### src/mpp_consts.vh
`ifndef MPP_CONSTS_VH
`define MPP_CONSTS_VH

// register indices on the plain register port
`define MPP_ADDR_W           4
`define MPP_ADDR_P1_VAL      4'h0
`define MPP_ADDR_P1_DIR      4'h1
`define MPP_ADDR_P3_VAL      4'h2
`define MPP_ADDR_P3_DIR      4'h3
`define MPP_ADDR_P1_PINS     4'h4
`define MPP_ADDR_P3_PINS     4'h5
`define MPP_ADDR_ALT_SEL     4'h6
`define MPP_ADDR_IRQ_STAT    4'h7
`define MPP_ADDR_IRQ_MASK    4'h8

// reset values
`define MPP_RST_VAL          8'h00
`define MPP_RST_DIR          8'h00
`define MPP_RST_ALT          8'h0F
// event registers are MPP_EV_W bits wide, so their reset values are too
`define MPP_RST_STAT         4'h0
`define MPP_RST_MASK         4'h0

// alternate function select bits
`define MPP_ALT_SERIAL       0
`define MPP_ALT_TIMER0       1
`define MPP_ALT_IRQ0         2
`define MPP_ALT_IRQ1         3

// port three bit positions of the alternate functions
`define MPP_P3_RXD           0
`define MPP_P3_TXD           1
`define MPP_P3_IRQ0          2
`define MPP_P3_IRQ1          3
`define MPP_P3_T0            4

// event status bits
`define MPP_EV_IRQ0          0
`define MPP_EV_IRQ1          1
`define MPP_EV_T0            2
`define MPP_EV_WAKE          3
`define MPP_EV_W             4

`endif

### src/mpp_port_top.v
// Chosen here: strobed register access and the register addresses.
`timescale 1ns/1ps
`default_nettype none
`include "mpp_consts.vh"

module mpp_port_top #(
  parameter P1_WIDTH = 8,
  parameter P3_WIDTH = 8
) (
  input  wire                   core_clk,
  input  wire                   rst,
  // register port
  input  wire [`MPP_ADDR_W-1:0] reg_addr,
  input  wire [7:0]             reg_wdata,
  input  wire                   reg_wr,
  input  wire                   reg_rd,
  output reg  [7:0]             reg_rdata_ff,
  // port one pins
  input  wire [P1_WIDTH-1:0]    p1_pad_in,
  output wire [P1_WIDTH-1:0]    p1_pad_out,
  output wire [P1_WIDTH-1:0]    p1_pad_oe,
  // port three pins
  input  wire [P3_WIDTH-1:0]    p3_pad_in,
  output wire [P3_WIDTH-1:0]    p3_pad_out,
  output wire [P3_WIDTH-1:0]    p3_pad_oe,
  // core side
  input  wire                   powerdown,
  input  wire                   serial_txd,
  output reg                    serial_rxd_ff,
  output reg                    ext_irq_zero_req_ff,
  output reg                    ext_irq_one_req_ff,
  output reg                    wake_core_ff,
  output reg                    timer_zero_event_ff,
  output reg                    irq_ff
);

  reg [7:0] port_one_value_ff;
  reg [7:0] port_one_direction_ff;
  reg [7:0] port_three_value_ff;
  reg [7:0] port_three_direction_ff;
  reg [7:0] alt_sel_ff;
  reg [`MPP_EV_W-1:0] irq_stat_ff;
  reg [`MPP_EV_W-1:0] irq_mask_ff;
  reg                 t0_prev_ff;

  wire [P1_WIDTH-1:0] p1_sync;
  wire [P3_WIDTH-1:0] p3_sync;

  mpp_sync #(
    .WIDTH   (P1_WIDTH),
    .RST_VAL ({P1_WIDTH{1'b1}})
  ) u_p1_sync (
    .core_clk (core_clk),
    .rst      (rst),
    .async_in (p1_pad_in),
    .sync_ff  (p1_sync)
  );

  mpp_sync #(
    .WIDTH   (P3_WIDTH),
    .RST_VAL ({P3_WIDTH{1'b1}})
  ) u_p3_sync (
    .core_clk (core_clk),
    .rst      (rst),
    .async_in (p3_pad_in),
    .sync_ff  (p3_sync)
  );

  wire alt_serial = alt_sel_ff[`MPP_ALT_SERIAL];
  wire alt_t0     = alt_sel_ff[`MPP_ALT_TIMER0];
  wire alt_irq0   = alt_sel_ff[`MPP_ALT_IRQ0];
  wire alt_irq1   = alt_sel_ff[`MPP_ALT_IRQ1];

  wire irq0_low   = alt_irq0 & ~p3_sync[`MPP_P3_IRQ0];
  wire irq1_low   = alt_irq1 & ~p3_sync[`MPP_P3_IRQ1];
  wire t0_pin     = p3_sync[`MPP_P3_T0];
  // counting on the falling edge gives one event per full pin pulse
  wire t0_fall    = alt_t0 & t0_prev_ff & ~t0_pin;
  wire wake_cond  = powerdown & (irq0_low | irq1_low);

  // port one cells: no alternate functions
  genvar gi;
  generate
    for (gi = 0; gi < P1_WIDTH; gi = gi + 1) begin : g_p1
      mpp_pin_cell u_cell (
        .core_clk   (core_clk),
        .rst        (rst),
        .alt_en     (1'b0),
        .alt_drive  (1'b0),
        .alt_out    (1'b0),
        .gpio_dir   (port_one_direction_ff[gi]),
        .gpio_val   (port_one_value_ff[gi]),
        .pad_out_ff (p1_pad_out[gi]),
        .pad_oe_ff  (p1_pad_oe[gi])
      );
    end
  endgenerate

  // port three cells: alternate function on bits 0 to 4, general use otherwise
  reg [P3_WIDTH-1:0] p3_alt_en;
  reg [P3_WIDTH-1:0] p3_alt_drive;
  reg [P3_WIDTH-1:0] p3_alt_out;

  always @* begin
    p3_alt_en    = {P3_WIDTH{1'b0}};
    p3_alt_drive = {P3_WIDTH{1'b0}};
    p3_alt_out   = {P3_WIDTH{1'b0}};
    p3_alt_en[`MPP_P3_RXD]    = alt_serial;
    p3_alt_en[`MPP_P3_TXD]    = alt_serial;
    p3_alt_drive[`MPP_P3_TXD] = 1'b1;
    p3_alt_out[`MPP_P3_TXD]   = serial_txd;
    p3_alt_en[`MPP_P3_IRQ0]   = alt_irq0;
    p3_alt_en[`MPP_P3_IRQ1]   = alt_irq1;
    p3_alt_en[`MPP_P3_T0]     = alt_t0;
  end

  generate
    for (gi = 0; gi < P3_WIDTH; gi = gi + 1) begin : g_p3
      mpp_pin_cell u_cell (
        .core_clk   (core_clk),
        .rst        (rst),
        .alt_en     (p3_alt_en[gi]),
        .alt_drive  (p3_alt_drive[gi]),
        .alt_out    (p3_alt_out[gi]),
        .gpio_dir   (port_three_direction_ff[gi]),
        .gpio_val   (port_three_value_ff[gi]),
        .pad_out_ff (p3_pad_out[gi]),
        .pad_oe_ff  (p3_pad_oe[gi])
      );
    end
  endgenerate

  // register write side and events
  wire wr_p1v  = reg_wr & (reg_addr == `MPP_ADDR_P1_VAL);
  wire wr_p1d  = reg_wr & (reg_addr == `MPP_ADDR_P1_DIR);
  wire wr_p3v  = reg_wr & (reg_addr == `MPP_ADDR_P3_VAL);
  wire wr_p3d  = reg_wr & (reg_addr == `MPP_ADDR_P3_DIR);
  wire wr_alt  = reg_wr & (reg_addr == `MPP_ADDR_ALT_SEL);
  wire wr_mask = reg_wr & (reg_addr == `MPP_ADDR_IRQ_MASK);
  wire rd_stat = reg_rd & (reg_addr == `MPP_ADDR_IRQ_STAT);

  reg [`MPP_EV_W-1:0] ev_set;
  reg [`MPP_EV_W-1:0] nxt_irq_stat;
  reg [7:0]           nxt_rdata;

  always @* begin
    ev_set = {`MPP_EV_W{1'b0}};
    ev_set[`MPP_EV_IRQ0] = irq0_low & ~ext_irq_zero_req_ff;
    ev_set[`MPP_EV_IRQ1] = irq1_low & ~ext_irq_one_req_ff;
    ev_set[`MPP_EV_T0]   = t0_fall;
    ev_set[`MPP_EV_WAKE] = wake_cond & ~wake_core_ff;
    // an event in the clearing read's cycle survives it
    nxt_irq_stat = (rd_stat ? {`MPP_EV_W{1'b0}} : irq_stat_ff) | ev_set;
  end

  always @* begin
    nxt_rdata = 8'h00;
    case (reg_addr)
      `MPP_ADDR_P1_VAL:   nxt_rdata = port_one_value_ff;
      `MPP_ADDR_P1_DIR:   nxt_rdata = port_one_direction_ff;
      `MPP_ADDR_P3_VAL:   nxt_rdata = port_three_value_ff;
      `MPP_ADDR_P3_DIR:   nxt_rdata = port_three_direction_ff;
      `MPP_ADDR_P1_PINS:  nxt_rdata[P1_WIDTH-1:0] = p1_sync;
      `MPP_ADDR_P3_PINS:  nxt_rdata[P3_WIDTH-1:0] = p3_sync;
      `MPP_ADDR_ALT_SEL:  nxt_rdata = alt_sel_ff;
      `MPP_ADDR_IRQ_STAT: nxt_rdata[`MPP_EV_W-1:0] = irq_stat_ff;
      `MPP_ADDR_IRQ_MASK: nxt_rdata[`MPP_EV_W-1:0] = irq_mask_ff;
      default:            nxt_rdata = 8'h00;
    endcase
  end

  always @(posedge core_clk) begin
    if (rst) begin
      port_one_value_ff       <= `MPP_RST_VAL;
      port_one_direction_ff   <= `MPP_RST_DIR;
      port_three_value_ff     <= `MPP_RST_VAL;
      port_three_direction_ff <= `MPP_RST_DIR;
      alt_sel_ff              <= `MPP_RST_ALT;
      irq_mask_ff             <= `MPP_RST_MASK;
      irq_stat_ff             <= `MPP_RST_STAT;
      reg_rdata_ff            <= 8'h00;
      t0_prev_ff              <= 1'b1;
      serial_rxd_ff           <= 1'b1;
      ext_irq_zero_req_ff     <= 1'b0;
      ext_irq_one_req_ff      <= 1'b0;
      wake_core_ff            <= 1'b0;
      timer_zero_event_ff     <= 1'b0;
      irq_ff                  <= 1'b0;
    end else begin
      if (wr_p1v)
        port_one_value_ff <= reg_wdata;
      if (wr_p1d)
        port_one_direction_ff <= reg_wdata;
      if (wr_p3v)
        port_three_value_ff <= reg_wdata;
      if (wr_p3d)
        port_three_direction_ff <= reg_wdata;
      if (wr_alt)
        alt_sel_ff <= reg_wdata;
      if (wr_mask)
        irq_mask_ff <= reg_wdata[`MPP_EV_W-1:0];
      irq_stat_ff  <= nxt_irq_stat;
      reg_rdata_ff <= reg_rd ? nxt_rdata : 8'h00;
      t0_prev_ff   <= t0_pin;
      // receive line idles high while port three owns the pin
      serial_rxd_ff       <= alt_serial ? p3_sync[`MPP_P3_RXD] : 1'b1;
      ext_irq_zero_req_ff <= irq0_low;
      ext_irq_one_req_ff  <= irq1_low;
      wake_core_ff        <= wake_cond;
      timer_zero_event_ff <= t0_fall;
      irq_ff              <= |(nxt_irq_stat & irq_mask_ff);
    end
  end

endmodule // mpp_port_top

`default_nettype wire

### src/mpp_sync.v
`timescale 1ns/1ps
`default_nettype none

module mpp_sync #(
  parameter WIDTH = 8,
  parameter [WIDTH-1:0] RST_VAL = {WIDTH{1'b1}}
) (
  input  wire             core_clk,
  input  wire             rst,
  input  wire [WIDTH-1:0] async_in,
  output reg  [WIDTH-1:0] sync_ff
);

  reg [WIDTH-1:0] meta_ff;

  // pins idle high so both stages reset high and no false low edge appears at release
  always @(posedge core_clk) begin
    if (rst) begin
      meta_ff <= RST_VAL;
      sync_ff <= RST_VAL;
    end else begin
      meta_ff <= async_in;
      sync_ff <= meta_ff;
    end
  end

endmodule // mpp_sync

`default_nettype wire

### src/mpp_pin_cell.v
`timescale 1ns/1ps
`default_nettype none

module mpp_pin_cell (
  input  wire core_clk,
  input  wire rst,
  input  wire alt_en,
  input  wire alt_drive,
  input  wire alt_out,
  input  wire gpio_dir,
  input  wire gpio_val,
  output reg  pad_out_ff,
  output reg  pad_oe_ff
);

  reg nxt_pad_out;
  reg nxt_pad_oe;

  always @* begin
    nxt_pad_out = gpio_val;
    nxt_pad_oe  = gpio_dir;
    if (alt_en) begin
      // an input-only alternate function keeps the driver off whatever the direction bit says
      nxt_pad_out = alt_drive ? alt_out : 1'b0;
      nxt_pad_oe  = alt_drive;
    end
  end

  always @(posedge core_clk) begin
    if (rst) begin
      pad_out_ff <= 1'b0;
      pad_oe_ff  <= 1'b0;
    end else begin
      pad_out_ff <= nxt_pad_out;
      pad_oe_ff  <= nxt_pad_oe;
    end
  end

endmodule // mpp_pin_cell

`default_nettype wire

### config.mk
export PLATFORM = sky130hd
export DESIGN_NAME = mpp_port_top
export DESIGN_NICKNAME = d
export VERILOG_FILES = /design/src/mpp_port_top.v /design/src/mpp_sync.v /design/src/mpp_pin_cell.v
export VERILOG_INCLUDE_DIRS = /design/src /design/src/src
export SDC_FILE = /design/constraint.sdc
export NUM_CORES = 1
export LEC_CHECK = 0
export ABC_AREA = 1
export BUFFER_PORTS_ARGS = -buffer_cell sky130_fd_sc_hd__buf_2
export CORE_MARGIN = 4
export CORE_UTILIZATION = 25
export CTS_CLUSTER_DIAMETER = 40
export DETAILED_ROUTE_END_ITERATION = 12
export GPL_ROUTABILITY_DRIVEN = 0
export PLACE_DENSITY = 0.49
export SLEW_MARGIN = 15
export SYNTH_ARGS = -nofsm -noshare
export SYNTH_HDL_FRONTEND = slang
export SYNTH_HIERARCHICAL = 1
export SYNTH_SLANG_ARGS = --single-unit
### constraint.sdc
create_clock -name core_clk -period 2.5 [get_ports core_clk]
set_clock_uncertainty 0.1 [all_clocks]
set_input_delay 0.125 -clock core_clk [delete_from_list [all_inputs] [get_ports core_clk]]
set_output_delay 0.125 -clock core_clk [all_outputs]
set_load 0.01 [all_outputs]
* Yosys cells after proc, flatten, opt, wreduce, memory -nomap -nowiden *
Cells that the tools add are included.

word-level totals
  register bits = 127
  word-level logic and storage cells = 98

cells by class
  equality and inequality tests = 8
  muxes and demuxes = 5
  bitwise operators = 26
  reductions and logical operators = 8

operator list
  operator                                                          count
  4-bit case mux with 9 select lines                                1
  4-bit case mux with 7 select lines                                1
  4-bit by 3-bit == test with 1-bit output (second input constant)  4
  1-bit bitwise AND                                                 15
  2-bit OR reduction                                                6
  4-bit by 2-bit == test with 1-bit output (second input constant)  2
  1-bit NOT                                                         8
  4-bit bitwise AND                                                 1
  4-bit by 1-bit == test with 1-bit output (second input constant)  1
  4-bit == test (second input constant)                             1
  4-bit zero test                                                   1
  4-bit two-way mux                                                 1
  4-bit bitwise OR                                                  1
  4-bit OR reduction                                                1
  1-bit two-way mux                                                 2
  1-bit bitwise OR                                                  1

* Depth between registers and ports, before layout *
  depth in word-level cells = 8
  depth in mapped cells = 10

* Cells and area by module *
The synthesis kept the hierarchy.

by module, submodules not included
  module        times used  cells an instance  area an instance (um^2)  sequential area each (um^2)
  mpp_port_top  1           377                2713.9                   1261.2
  mpp_pin_cell  16          9                  73.8                     40.0
  mpp_sync      2           50                 455.4                    320.3

* Worst setup path before layout *
No wires, ideal clock.

  path type = reg2reg
  from = register alt_sel_ff[2]
  to = register irq_ff
  setup time = 0.065 ns
  arrival time = 0.960 ns
  required time = 2.335 ns
  path slack = 1.375 ns
  cell stages (with the launch flop) = 8
  path buffers = 0
  period minus slack after synthesis = 1.125 ns
  cell sequence = dfxtp_1 nand2_1 or2_2 nand2_1 nand2_1 nand2_1 nor2_1 nor2_1

between the ends
  longest elaborated chain between the ends = 7

RTL lines
  item                      line                source
  start: declaration        mpp_port_top.v:41   reg [7:0] alt_sel_ff;
  start signal: assignment  mpp_port_top.v:178  alt_sel_ff <= `MPP_RST_ALT;
  start signal: assignment  mpp_port_top.v:199  alt_sel_ff <= reg_wdata;
  1-bit bitwise AND *       mpp_port_top.v:74   wire irq0_low = alt_irq0 & ~p3_sync[`MPP_P3_IRQ0];
  1-bit bitwise OR          mpp_port_top.v:79   wire wake_cond = powerdown & (irq0_low | irq1_low);
  1-bit bitwise AND         mpp_port_top.v:79
  1-bit bitwise AND         mpp_port_top.v:151  ev_set[`MPP_EV_WAKE] = wake_cond & ~wake_core_ff;
  4-bit bitwise OR *        mpp_port_top.v:153  nxt_irq_stat = (rd_stat ? {`MPP_EV_W{1'b0}} : irq_stat_ff) | ev_set;
  4-bit bitwise AND *       mpp_port_top.v:211  irq_ff <= |(nxt_irq_stat & irq_mask_ff);
  4-bit OR reduction *      mpp_port_top.v:211
  end signal: assignment    mpp_port_top.v:211
  end: declaration          mpp_port_top.v:34   output reg irq_ff

Mark *: on every way between the ends. The rest lies on a longest branch, timed or not.
A chain may end at the register's enable or synchronous reset.

* Final worst setup path *
  from = input reg_addr[3]
  to = register port_one_value_ff[2]

between the ends
  longest elaborated chain between the ends = 2

RTL lines
  item                    line                source
  start: declaration      mpp_port_top.v:13   input wire [`MPP_ADDR_W-1:0] reg_addr,
  4-bit zero test         --
  1-bit bitwise AND       mpp_port_top.v:134  wire wr_p1v = reg_wr & (reg_addr == `MPP_ADDR_P1_VAL);
  end signal: assignment  mpp_port_top.v:174  port_one_value_ff <= `MPP_RST_VAL;
  end signal: assignment  mpp_port_top.v:191  port_one_value_ff <= reg_wdata;
  end: declaration        mpp_port_top.v:37   reg [7:0] port_one_value_ff;

No other way between the ends.

==> run summary <==
Status: complete, no violations
Crit path launch type: input port
Clk pin slew, worst setup/hold paths: 0.06 ns
Die area: 21510 sq um
Hold Path Class: in2reg
Die X: 146.7 microns
Post-Synthesis Cells: 621
Switching Fraction: 0.2286
Layout net count: 844
Internal power: 3808 uW
Setup_tns: 0 ns
Post-synth cell types: 26
Type of the worst setup path: in2reg
FF-to-FF End: irq_ff
WL per Instance: 11.83 microns
RSZ-0062 raised after global routing: false
Sw power: 1128 uW
Worst path cell trace: buf_2, nor2_2, nand2_2, inv_2, nand2_1, o21ai_0, a21oi_1
DRT antenna net count: 0
Tightest Pin Transition: 0.6885 ns
Final Cycle Share: 0.6061
Fin Hold WS: 0.04916 ns
Non-filler cells in the finished layout: 1083
Fmax: 0.6600 GHz
Synthesis Warnings: 6
Detailed Route Iter0 Violations: 296
Crit-path max cell delay: 0.50 ns
Reg2reg setup slack: 1.23 ns
Port bufs: 79
Clock power share: 0.502
Root Buffer: clkbuf_16
Starting Density: 0.2552
Reg power frac: 0.430
Crit path to: port_one_value_ff[2]
Clk sinks: 127
Power Density: 749.1 nW/um^2
Mapped Area: 4806 sq um
Reg-to-reg startpoint: alt_sel_ff[3]
Placed cells: 1025
GRT Util Overall: 0.1273
Vias: 4125
Final hold vios: 0
Clock buffer depth: 2
Die Y-Extent: 146.7 microns
Drt total wl: 12.81 mm
Slew HR: 0.5410
Gr ovfl total: 0
CTS H-tree lvls: 4
Worst Path Arrival: 1.70 ns
Pin count of the biggest net entering global routing: 53
TritonCTS Buffers: 17
Critical Path Slowest Stage Cell: nor2_2
Register bit total from synthesis: 127
Antenna Cells: 0
Final Critical Period: 1.515 ns
Slew Limit Fails: 0
Buffers & Inverters on Critical Path: 2
Max Cap Violations: 0
Filler cells: 1982
Launch point of the worst path: reg_addr[3]
CP Depth: 7
Register-to-Register Path Depth: 7
Layout cell share with drive strength beyond 1: 0.1847
Area Overhead vs Synth: 37.10%
I/O Pins: 80
Logic pwr share: 0.068
VDD IR max: 0.5140 mV
Initial antenna violation count: 1
Most frequent cells in the layout: nand2_1, dfxtp_1, inv_1
Most common cell after layout, fill and taps aside: nand2_1
CTS tree: built
Worst path required time: 2.68 ns
DRT Pass-1 Iters: 4
# setup viols final: 0
Top delay family on crit path: simple AND/OR/NAND/NOR gates
Insertion delay to the later sink of the worst-skew pair: 0.41 ns
Register area share after synthesis: 0.5290
Mean post-synth cell area: 7.739 sq um
Vias in the first global route: 4109
Core Footprint: 18830 sq um
Post-route DRC violation count: 0
Max FO, Critical Path: 14
Detailed Place HPWL: 9.319 mm
Row count: 50
Overall power: 4936 uW
Via density: 3.809
Crit. End Element: flop
First-pass GRT wire length: 21.36 mm
Pleak: 0.002995 uW
## power by group through the flow
stage	logic (uW)	registers, uW	clock network (uW)
after floorplan	173	2170	0
after global placement	302	2170	0
after detailed placement	303	2170	0
after CTS	335	2120	2550
after global routing	389	2130	2630
final	336	2120	2480
## through the flow
stage / area (sq um) / utilization / setup slack, ns
after detailed placement: 5738 / 0.3047 / 0.5664
final: 6589 / 0.3499 / 0.9848
after global placement: 5738 / 0.3047 / 0.6299
after global routing: 6589 / 0.3499 / 0.8393
after floorplan: 5099 / - / 1.375
after CTS: 6589 / 0.3499 / 1.010
## how the worst min path moves through the flow
stage	startpoint	depth (start not counted)	slack, ns	endpoint
after floorplan	rst	1	0.09	g_p1[0].u_cell/pad_out_ff
after global placement	p1_pad_in[3]	3	0.20	u_p1_sync/meta_ff[3]
after detailed placement	p1_pad_in[1]	3	0.21	u_p1_sync/meta_ff[1]
after CTS	reg_wr	3	0.03	port_one_value_ff[0]
after global routing	reg_wr	3	0.05	port_three_direction_ff[0]
final	reg_wr	3	0.05	port_three_direction_ff[3]
## what timing repair did
action                    CTS  global route
setup buffers               0             0
resized for setup           0             0
hold endpoints to repair   56             0
hold buffers               26             0
## cells in the mapped netlist
master,number,share of area
nand2_2,6,0.0078
nor3b_1,1,0.0016
clkinv_2,1,0.0010
or2_2,2,0.0026
inv_1,94,0.073
and3_1,1,0.0013
buf_6,3,0.0070
inv_2,10,0.0078
buf_4,3,0.0047
o211ai_1,1,0.0016
a21oi_1,69,0.072
nand3_2,2,0.0042
conb_1,2,0.0016
o22ai_1,7,0.0091
o21ai_0,27,0.028
nand3_1,45,0.047
buf_2,5,0.0052
nor2_2,3,0.0039
a21oi_2,16,0.029
buf_1,1,0.00078
o21ai_1,23,0.024
clkbuf_1,3,0.0023
dfxtp_1,127,0.53
nor2_4,2,0.0047
nor2_1,30,0.023
nand2_1,137,0.11
## layer usage
metal	wire length, microns	vias to the layer above	GRT usage
met5	13	-	0
met4	148	2	0.03951
met3	755	13	0.04469
met2	5660	92	0.1959
met1	6229	1752	0.1678
li1	-	2266	-
## worst min-delay path, delay by kind of cell
| family | cells | cell delay, ns |
|---|---|---|
| buffers and inverters | 1 | 0.21 |
| and+or+nand+nor | 1 | 0.12 |
| AOI/OAI and AO/OA | 1 | 0.06 |
## area by class of cell
type | count | area (sq um) | share of cell area
clock inverters | 11 | 140.1 | 0.02127
repair buffers | 107 | 670.6 | 0.1018
inverters | 105 | 395.4 | 0.06001
multi-input cells | 452 | 2064 | 0.3133
clock buffers | 21 | 450.4 | 0.06836
flip-flops and latches | 127 | 2542 | 0.3859
well taps | 260 | 325.3 | 0.04937
## kinds of logic after synthesis
kind of cell,synth area share
buf+inv,0.1023
simple gates,0.2033
flops,0.5290
other cells,0.001563
compound gates,0.1638
Note: power is estimated with default switching activity, not from simulation.
